[config.mk]
export PLATFORM = sky130hd
export DESIGN_NAME = mig_irq_mask_gate
export DESIGN_NICKNAME = d
export VERILOG_FILES = /design/src/mig_pkg.sv /design/src/mig_irq_mask_gate.sv
export SDC_FILE = /design/constraint.sdc
export NUM_CORES = 1
export LEC_CHECK = 0
export CORE_MARGIN = 2
export CORE_UTILIZATION = 50
export CTS_BUF_LIST = sky130_fd_sc_hd__clkbuf_16
export DETAILED_ROUTE_END_ITERATION = 12
export DONT_BUFFER_PORTS = 1
export PLACE_DENSITY = 0.69
export SLEW_MARGIN = 20
export SYNTH_ARGS = -nofsm -noshare
export SYNTH_HDL_FRONTEND = slang
export SYNTH_SLANG_ARGS = --single-unit
[constraint.sdc]
create_clock -name clock -period 0.9 [get_ports clock]
set_input_delay 0.045 -clock clock [delete_from_list [all_inputs] [get_ports clock]]
set_output_delay 0.045 -clock clock [all_outputs]
set_load 0.02 [all_outputs]
[src/mig_pkg.sv]
// Package for the interrupt mask gate: offsets, layouts, reset values
package mig_pkg;

	// ==========================================================
	// Register map
	localparam logic [7:0] MIG_ADDR_IRQ_ENABLE_MASK = 8'h06;
	localparam int MIG_REG_WIDTH = 16;
	localparam logic [15:0] MIG_IRQ_ENABLE_MASK_RESET = 16'h0000;
	// Bits 7 to 4 are reserved: not stored, read as zero
	localparam logic [15:0] MIG_IRQ_ENABLE_MASK_WRITABLE = 16'hff0f;
	localparam logic [15:0] MIG_RD_UNMAPPED = 16'h0000;

	// ==========================================================
	// Field layouts, most significant field first
	typedef struct packed {
		logic dsp_overrun_irq_enable;
		logic dsp_done_irq_enable;
		logic reactive_dir_irq_enable;
		logic real_dir_irq_enable;
		logic missing_zero_cross_irq_enable;
		logic low_voltage_irq_enable;
		logic high_voltage_irq_enable;
		logic high_current_irq_enable;
		logic [3:0] reserved;
		logic current_vector_sum_irq_enable;
		logic accum_wrap_irq_enable;
		logic checksum_change_irq_enable;
		logic power_fail_irq_enable;
	} mig_mask_s;

	typedef struct packed {
		logic dsp_overrun_flag;
		logic dsp_cycle_done_flag;
		logic reactive_dir_change_flag;
		logic real_dir_change_flag;
		logic missing_zero_cross_flag;
		logic low_voltage_flag;
		logic high_voltage_flag;
		logic high_current_flag;
		logic [3:0] reserved;
		logic current_vector_sum_flag;
		logic accum_wrap_flag;
		logic config_checksum_change_flag;
		logic power_fail_warning_flag;
	} mig_flag_s;

endpackage : mig_pkg

[src/mig_irq_mask_gate.sv]
// Interrupt enable mask register and active-low interrupt request gate
//
// Summary of operation
// - Overrun flag with mask bit 15 set drives the request pin active.
// - Cycle-done flag with mask bit 14 set drives the request active.
// - Reactive direction flag with mask bit 13 set drives the request.
// - Real direction flag with mask bit 12 set drives the request.
// - Missing zero-cross flag with mask bit 11 set drives the request.
// - Low-voltage flag with mask bit 10 set drives the request active.
// - High-voltage flag with mask bit 9 set drives the request active.
// - High-current flag with mask bit 8 set drives the request active.
// - Vector-sum flag with mask bit 3 set drives the request active.
// - Accumulator wrap flag with mask bit 2 set drives the request.
// - Checksum change flag with mask bit 1 set drives the request.
// - Power-fail flag with mask bit 0 set drives the request active.
// - Mask bit n gates only the flag at the same bit position n.
`timescale 1ns/10ps
module mig_irq_mask_gate
	import mig_pkg::*;
(
	input wire logic clock,
	input wire logic rst_n,
	input wire mig_flag_s flagsIn,
	input wire logic [7:0] regAddr,
	input wire logic [15:0] regWrData,
	input wire logic regWrEn,
	input wire logic regRdEn,
	output logic [15:0] regRdData,
	output logic regRdValid,
	output mig_mask_s irqEnable,
	output logic irqN
);

	// ==========================================================
	// Address decode
	logic maskWrHit;
	logic maskRdHit;
	logic [15:0] pending;
	logic anyPending;

	always_comb
	begin
		maskWrHit = 1'b0;
		maskRdHit = 1'b0;
		if (regAddr == MIG_ADDR_IRQ_ENABLE_MASK)
		begin
			maskWrHit = regWrEn;
			maskRdHit = regRdEn;
		end
	end

	// ==========================================================
	// Mask register
	always_ff @(posedge clock or negedge rst_n)
	begin
		if (!rst_n)
			irqEnable <= mig_mask_s'(MIG_IRQ_ENABLE_MASK_RESET);
		else if (maskWrHit)
			// Reserved bits never store, so they cannot gate anything
			irqEnable <= mig_mask_s'(regWrData &
				MIG_IRQ_ENABLE_MASK_WRITABLE);
	end

	// ==========================================================
	// Read port: one cycle latency, unmapped reads return zero
	always_ff @(posedge clock or negedge rst_n)
	begin
		if (!rst_n)
		begin
			regRdData <= MIG_RD_UNMAPPED;
			regRdValid <= 1'b0;
		end
		else
		begin
			regRdValid <= regRdEn;
			if (maskRdHit)
				regRdData <= 16'(irqEnable);
			else
				regRdData <= MIG_RD_UNMAPPED;
		end
	end

	// ==========================================================
	// Per-bit gating, flag n against enable n
	genvar gi;
	generate
		for (gi = 0; gi < MIG_REG_WIDTH; gi++)
		begin : gBit
			assign pending[gi] = flagsIn[gi] &
				irqEnable[gi] &
				MIG_IRQ_ENABLE_MASK_WRITABLE[gi];
		end
	endgenerate

	assign anyPending = |pending;

	// Level driven: the pin follows the enabled flags one edge later, so it releases
	// once no set flag is enabled, by a flag clear or by a mask write
	always_ff @(posedge clock or negedge rst_n)
	begin
		if (!rst_n)
			irqN <= 1'b1;
		else
			irqN <= ~anyPending;
	end

	// ==========================================================
	// Assertions
	logic firstCycle;

	always_ff @(posedge clock or negedge rst_n)
	begin
		if (!rst_n)
			firstCycle <= 1'b1;
		else
			firstCycle <= 1'b0;
	end

	AST_OVERRUN: assert property (@(posedge clock) disable iff (!rst_n)
		flagsIn.dsp_overrun_flag && irqEnable.dsp_overrun_irq_enable
		|=> !irqN)
		else $error("overrun enabled but request not active");

	AST_DONE: assert property (@(posedge clock) disable iff (!rst_n)
		flagsIn.dsp_cycle_done_flag && irqEnable.dsp_done_irq_enable
		|=> !irqN)
		else $error("cycle done enabled but request not active");

	AST_REACTIVE: assert property (@(posedge clock)
		disable iff (!rst_n)
		flagsIn.reactive_dir_change_flag &&
		irqEnable.reactive_dir_irq_enable |=> !irqN)
		else $error("reactive direction enabled but request not active");

	AST_REAL: assert property (@(posedge clock) disable iff (!rst_n)
		flagsIn.real_dir_change_flag && irqEnable.real_dir_irq_enable
		|=> !irqN)
		else $error("real direction enabled but request not active");

	AST_NOZERO: assert property (@(posedge clock) disable iff (!rst_n)
		flagsIn.missing_zero_cross_flag &&
		irqEnable.missing_zero_cross_irq_enable |=> !irqN)
		else $error("zero cross enabled but request not active");

	AST_LOWV: assert property (@(posedge clock) disable iff (!rst_n)
		flagsIn.low_voltage_flag && irqEnable.low_voltage_irq_enable
		|=> !irqN)
		else $error("low voltage enabled but request not active");

	AST_HIGHV: assert property (@(posedge clock) disable iff (!rst_n)
		flagsIn.high_voltage_flag && irqEnable.high_voltage_irq_enable
		|=> !irqN)
		else $error("high voltage enabled but request not active");

	AST_HIGHI: assert property (@(posedge clock) disable iff (!rst_n)
		flagsIn.high_current_flag && irqEnable.high_current_irq_enable
		|=> !irqN)
		else $error("high current enabled but request not active");

	AST_VSUM: assert property (@(posedge clock) disable iff (!rst_n)
		flagsIn.current_vector_sum_flag &&
		irqEnable.current_vector_sum_irq_enable |=> !irqN)
		else $error("vector sum enabled but request not active");

	AST_WRAP: assert property (@(posedge clock) disable iff (!rst_n)
		flagsIn.accum_wrap_flag && irqEnable.accum_wrap_irq_enable
		|=> !irqN)
		else $error("accumulator wrap enabled but request not active");

	AST_CHKSUM: assert property (@(posedge clock) disable iff (!rst_n)
		flagsIn.config_checksum_change_flag &&
		irqEnable.checksum_change_irq_enable |=> !irqN)
		else $error("checksum change enabled but request not active");

	AST_POWER_FAIL: assert property (@(posedge clock)
		disable iff (!rst_n)
		flagsIn.power_fail_warning_flag && irqEnable.power_fail_irq_enable
		|=> !irqN)
		else $error("power fail enabled but request not active");

	AST_GATED_QUIET: assert property (@(posedge clock)
		disable iff (!rst_n)
		((16'(flagsIn) & 16'(irqEnable)) == 16'h0000) |=> irqN)
		else $error("request active with no enabled flag");

	AST_HOLD_WHILE_SET: assert property (@(posedge clock)
		disable iff (!rst_n)
		anyPending ##1 anyPending |=> !irqN [*1])
		else $error("request released while enabled flag still set");

	AST_RESERVED_ZERO: assert property (@(posedge clock)
		disable iff (!rst_n)
		irqEnable.reserved == 4'h0)
		else $error("reserved mask bits not zero");

	AST_RESET_CLEAR: assert property (@(posedge clock)
		disable iff (!rst_n)
		firstCycle |-> 16'(irqEnable) == MIG_IRQ_ENABLE_MASK_RESET)
		else $error("mask not cleared after reset");

	AST_WRITE_TAKES: assert property (@(posedge clock)
		disable iff (!rst_n)
		maskWrHit |=> 16'(irqEnable) ==
			($past(regWrData) & MIG_IRQ_ENABLE_MASK_WRITABLE))
		else $error("mask write not stored");

	AST_READ_BACK: assert property (@(posedge clock)
		disable iff (!rst_n)
		maskRdHit && !maskWrHit |=> regRdValid &&
			regRdData == 16'(irqEnable))
		else $error("mask read back wrong");

	COV_ENABLE_FIRE: cover property (@(posedge clock) disable iff (!rst_n)
		maskWrHit ##1 anyPending ##1 !irqN);

	COV_MASKED_FLAG: cover property (@(posedge clock) disable iff (!rst_n)
		(16'(flagsIn) != 16'h0000) && !anyPending ##1 irqN);

	COV_SERVICE: cover property (@(posedge clock) disable iff (!rst_n)
		!irqN ##1 !anyPending ##1 irqN);

endmodule : mig_irq_mask_gate

==> impl_metrics.csv, run 1 <==
group,metric,value,unit
clock_tree,cts_tree,"done",
worst_setup_path,cp_cell_sequence,"a22o_1 -> a221oi_2 -> and3_1",
pwr,p_per_area,1620,mW/mm2
detailed_routing,vias,706,
cells_and_area,antenna_cells,0,
clock_tree,clk_pin_slew,0.06,ns
cells_and_area,drive_gt1_share,44.1,%
cells_and_area,nFillCells,119,
min_path,hold_end,"irqN",
die,rows,16,
detailed_routing,routed_via_density,5.12,
detailed_routing,routedWlPerCell,18.3,um
status,violations,"negative setup slack",
worst_setup_path,endpoint_kind,"flip-flop",
run,maxCapViolCount,0,
worst_setup_path,r2r_cells,3,
clock_tree,cts-root-buf,"clkbuf_16",
timing,timing.hold.ws,0.0100,ns
pwr,ir_drop,0.00123,V
synth,netlist.area_leader.share,57.5,%
worst_setup_path,worstPathRequired,1.10,ns
detailed_routing,wirelength,2520,um
min_path,min_path_cells,2,
clock_tree,cts_num_sinks,26,
synth,synthTopCellsByArea,"dfrtp_1 57%, mux2_4 14%, and2_1 6.9%, buf_4 5.5%, dfstp_2 2.4%",
timing,drv_slew,0,
min_path,hold_class,"primary input to flip-flop",
die,start_util,54.4,%
synth,synth_edf_count,0,
timing,fmax,862,MHz
worst_setup_path,cpPeakStageDelay,0.41,ns
place,io_buffers,0,
cells_and_area,syn2layout_area_growth,46.2,%
worst_setup_path,r2r-end,"irqN",
synth,yosysMostFrequentCell,"dfrtp_1",
synth,synth_common_cells,"25 x dfrtp_1, 12 x and2_1, 10 x mux2_4, 8 x buf_4",
synth,synth_cell_types,16,
synth,ys_async_sr_fraction,100,%
global_routing,grt_usage,20.7,%
global_routing,grt_max_degree,27,
global_routing,antenna_found_initial,0,
synth,ys.warnings.count,0,
clock_tree,htreeDepth,1,
cells_and_area,nets,156,
worst_setup_path,r2r-start,"irqEnable[8]",
status,status,"complete, but fails checks",
synth,synth_seq_cells,26,
clock_tree,cts_made_buffers,3,
clock_tree,clockBufferDepth,2,
synth,yosys.area.top_type,"dfrtp_1",
cells_and_area,multi_input_area,413,um2
synth,synthFlopType,"dfrtp_1",
detailed_routing,drc,0,
pwr,p_leak,0.000794,uW
die,dieArea,0.00257,mm2
place,gp_congestion,0.681,
die,die_x,50.7,um
die,ioPinCount,78,
timing,fin_crit_sh,129,%
timing,finalHoldViolCount,0,
timing,rsz0062_at_grt,"yes",
worst_setup_path,critPathSlowestCell,"dfrtp_2",
min_path,hp-start,"flagsIn[3]",
synth,avgSynthCellArea,15.1,um2
global_routing,grt.overflow.total,0,
timing,fin_setup_tns,-0.582,ns
cells_and_area,regArea,659,um2
timing,fin_ws,-0.261,ns
die,coreArea,0.00200,mm2
worst_setup_path,crit_type,"flip-flop to flip-flop",
worst_setup_path,path_max_fanout,2,
timing,skew,0.00206,ns
synth,synth_area,0.00109,mm2
worst_setup_path,worstPathArrival,1.36,ns
synth,ys_seq_area_share,59.9,%
detailed_routing,dr.pass1.iters,4,
global_routing,grt_pass1_vias,752,
detailed_routing,drt_iter0_drc,4,
detailed_routing,detail-route-antenna-nets,0,
die,die-height,50.7,um
timing,finalCriticalPeriod,1.16,ns
timing,setup-violations-final,11,
clock_tree,clock_latency,0.26,ns
synth,netlist_instances,72,
global_routing,grt_pass1_wl,3750,um
worst_setup_path,start_kind,"flip-flop",
place,place.detailed.hpwl,1590,um
worst_setup_path,r2r_slack,-0.26,ns
through the flow:
step	power (uW)	instances	utilization (%)	area, um2	worst slack [ns]
4_1_cts	2570	136	77.8	1560	-0.136
3_5_place_dp	1470	111	60.3	1210	-0.201
3_3_place_gp	1470	111	60.3	1210	-0.214
5_1_grt	2670	138	79.5	1590	-0.247
6_report	2580	138	79.5	1590	-0.261
2_1_floorplan	1430	79	-	1120	-0.158
worst max path at each step:
stage / from / to / slack (ns) / depth (start not counted)
floorplan: irqEnable[9] / irqN / -0.16 / 3
global placement: irqEnable[1] / irqN / -0.21 / 3
detailed placement: irqEnable[1] / irqN / -0.20 / 3
CTS: irqEnable[1] / irqN / -0.14 / 3
global route: irqEnable[8] / irqN / -0.25 / 3
finish: irqEnable[8] / irqN / -0.26 / 3
flip-flops by register name, summed over array words and instances (netlist names):
signal / cells
irqEnable: 12
irqN: 1
regRdData: 12
regRdValid: 1
where the power goes:
part,leakage (uW),switching [uW],internal (uW)
Sequential,0.000346,45.2,1220
Combinational,0.000410,154,185
Clock,0.0000385,379,594
Total,0.000794,578,2000
metal layers:
metal  vias to the layer above  track usage, %  share of wire, %
li1                        313               -                 -
met5                         -               0                 0
met3                         5            4.76               5.3
met1                       352            21.6                35
met2                        36            39.5                58
met4                         0            8.11               1.4
cell type report:
class | instances | share of cell area, %
flip-flops and latches | 26 | 41.4
multi-input cells | 43 | 25.9
repair buffers | 38 | 25.6
clock buffers | 3 | 4.72
well taps | 27 | 2.12
clock inverters | 1 | 0.236
logic make-up (layout without fill, tap and decap cells):
group           Yosys count  in the layout  synth area share (%)
compound gates            6              6                  4.83
buf+inv                  10             42                  6.90
flops                    26             26                  59.9
mux                      12             12                  15.9
other cells               1              8                 0.344
simple gates             17             17                  12.2
layout by cell type (no fill, tap or decap), types with 2 or more instances in the layout:
cell type and n:
dfrtp_2 6, buf_4 4, conb_1 8, a22o_1 3
dfrtp_1 19, mux2_4 11, buf_6 13, clkbuf_16 3
buf_12 2, and2_1 11, dlygate4sd3_1 19, a221oi_2 3
worst max-delay path: cells and delay by family (launching register included):
| kind | cells | cell delay (ns) |
|---|---|---|
| DFF | 1 | 0.41 |
| and+or+nand+nor | 1 | 0.22 |
| AOI/OAI and AO/OA | 2 | 0.47 |
timing repair:
action / 4_1_cts / 5_1_grt
endpoints found under the hold margin: 40 / 1
endpoints found under the setup margin: 11 / 16
pin swaps: 1 / 1
gates resized for setup: 14 / 4
gates cloned: 0 / 0
setup buffers: 3 / 0
hold buffers: 18 / 2
No activity file was read; power rests on OpenSTA's default activity.
==> run 2: changes to the inputs <==
--- a/config.mk
+++ b/config.mk
@@ -5,12 +5,14 @@
 export SDC_FILE = /design/constraint.sdc
 export NUM_CORES = 1
 export LEC_CHECK = 0
+export CAP_MARGIN = 20
 export CORE_MARGIN = 2
 export CORE_UTILIZATION = 50
 export CTS_BUF_LIST = sky130_fd_sc_hd__clkbuf_16
 export DETAILED_ROUTE_END_ITERATION = 12
 export DONT_BUFFER_PORTS = 1
 export PLACE_DENSITY = 0.69
+export RECOVER_POWER = 50
 export SLEW_MARGIN = 20
 export SYNTH_ARGS = -nofsm -noshare
 export SYNTH_HDL_FRONTEND = slang
==> run 2 against run 1 <==
Effect of this change: the run still ends with negative setup slack left; worst setup slack better by 0.017 ns; largest power group unchanged; fmax rose by 1.5%; design area shrank 0.94%; critical path depth is the same; worst hold slack lost 0.0021 ns.
==> impl_metrics.csv, run 2 (synthesis gave the netlist of run 1 again) <==
group,metric,value,unit
detailed_routing,wirelength,2530,um
timing,fin_ws,-0.244,ns
clock_tree,cts_num_sinks,26,
status,status,"complete, but fails checks",
place,gp_congestion,0.681,
global_routing,grt_usage,20.7,%
worst_setup_path,critPathSlowestCell,"dfrtp_2",
clock_tree,cts-root-buf,"clkbuf_16",
timing,fin_crit_sh,127,%
clock_tree,clockBufferDepth,2,
global_routing,grt.overflow.total,0,
worst_setup_path,worstPathArrival,1.34,ns
pwr,ir_drop,0.00124,V
pwr,comb_power_share,12.8,%
timing,fmax,875,MHz
timing,worst_slew_pin_slew,0.558,ns
worst_setup_path,crit_type,"flip-flop to flip-flop",
global_routing,grt_max_degree,27,
worst_setup_path,r2r_cells,3,
detailed_routing,detail-route-antenna-nets,0,
min_path,hold_class,"primary input to flip-flop",
run,maxCapViolCount,0,
cells_and_area,nets,156,
status,violations,"negative setup slack",
worst_setup_path,r2r-start,"irqEnable[8]",
global_routing,grt_pass1_vias,752,
cells_and_area,drive_gt1_share,44.1,%
detailed_routing,wirelength_met1,922,um
die,coreArea,0.00200,mm2
detailed_routing,dr_wl_met2,1440,um
pwr,p_int,1990,uW
clock_tree,cts_made_buffers,3,
worst_setup_path,r2r-end,"irqN",
pwr,p_leak,0.000788,uW
die,die-height,50.7,um
detailed_routing,met3_length,133,um
detailed_routing,dr.pass1.iters,3,
die,die_x,50.7,um
detailed_routing,routedWlPerCell,18.3,um
place,place.detailed.hpwl,1590,um
timing,setup-violations-final,12,
die,ioPinCount,78,
pwr,switchingPower,583,uW
detailed_routing,drc,0,
worst_setup_path,start_kind,"flip-flop",
cells_and_area,reg_top3,"irqEnable: 12 flops, regRdData: 12 flops",
detailed_routing,drt_iter0_drc,4,
worst_setup_path,crit_end,"irqN",
detailed_routing,vias,705,
pwr,p_per_area,1630,mW/mm2
place,io_buffers,0,
worst_setup_path,worstPathRequired,1.10,ns
timing,fin_setup_tns,-0.574,ns
worst_setup_path,endpoint_kind,"flip-flop",
die,dieArea,0.00257,mm2
timing,drv_slew,0,
clock_tree,clock_latency,0.26,ns
timing,rsz0062_at_grt,"yes",
pwr,seqPwrFrac,49.1,%
detailed_routing,top_layer_used,"met4",
timing,finalCriticalPeriod,1.14,ns
timing,finalHoldViolCount,0,
worst_setup_path,cp_cell_sequence,"a22o_1 -> a221oi_2 -> and3_1",
global_routing,antenna_found_initial,0,
cells_and_area,antenna_cells,0,
die,rows,16,
cells_and_area,syn2layout_area_growth,44.8,%
timing,slew_headroom,62.8,%
global_routing,grt_pass1_wl,3750,um
clock_tree,clk_pin_slew,0.06,ns
detailed_routing,routed_via_density,5.11,
clock_tree,htreeDepth,1,
pwr,swShare,22.6,%
clock_tree,cts_tree,"done",
worst_setup_path,crit_path_start,"irqEnable[8]",
die,start_util,54.4,%
worst_setup_path,path_max_fanout,2,
worst_setup_path,r2r_slack,-0.24,ns
min_path,hp-start,"flagsIn[3]",
pwr,clock_power_share,38.1,%
timing,timing.hold.ws,0.00795,ns
worst_setup_path,cpPeakStageDelay,0.41,ns
timing,skew,0.00342,ns
cells_and_area,layout_common_cells,"19 x dlygate4sd3_1, 19 x dfrtp_1, 13 x buf_6",
run 2: changes by cell type in the layout (fill, tap and decap cells not counted):
cell / delta
buf_2: +1
buf_12: -1
run 2: metal layers:
| metal | track usage, % | vias up |
|---|---|---|
| met5 | 0 | - |
| met4 | 8.11 | 0 |
| met3 | 4.76 | 5 |
| met2 | 39.5 | 34 |
| met1 | 21.6 | 355 |
| li1 | - | 311 |
run 2: through the flow:
step,std cells,area (um2),setup slack [ns],utilization (%),total power (uW)
after floorplan,79,1120,-0.158,-,1430
after global placement,111,1210,-0.214,60.3,1470
after detailed placement,111,1210,-0.201,60.3,1470
after CTS,136,1560,-0.136,77.8,2570
after global routing,138,1580,-0.247,78.8,2660
final,138,1580,-0.244,78.8,2570
run 2: worst min-delay path by stage:
stage | slack (ns) | cells after the start | to
floorplan | -0.25 | 0 | irqEnable[0]
global placement | -0.25 | 0 | regRdData[0]
detailed placement | -0.25 | 0 | regRdValid
CTS | -0.02 | 2 | irqN
global route | 0.01 | 2 | irqN
finish | 0.008 | 2 | irqN
run 2: timing repair:
item,in CTS,in global routing
endpoints found under the hold margin,40,1
pin swaps,1,1
hold buffers,18,2
buffers inserted,3,0
endpoints found under the setup margin,11,16
resized for setup,14,4
run 2: worst max-delay path, delay by kind of cell, from the launching register on:
kind             cells  cell delay [ns]
AO/OA/AOI/OAI        2             0.47
flip-flops           1             0.41
AND/OR/NAND/NOR      1             0.21
run 2: layout make-up:
class / count / area (um2)
clock buffer: 3 / 75.1
timing repair buffer: 38 / 392
clock inverter: 1 / 3.75
tap: 27 / 33.8
fill: 121 / 425
sequential: 26 / 659
multi-input combinational: 43 / 413
run 2: power groups by stage:
stage | sequential [uW] | clock, uW | combinational, uW
after global routing | 1270 | 1040 | 352
after detailed placement | 1280 | 0 | 193
after global placement | 1280 | 0 | 189
after floorplan | 1310 | 0 | 120
final | 1260 | 980 | 329
after CTS | 1260 | 991 | 319
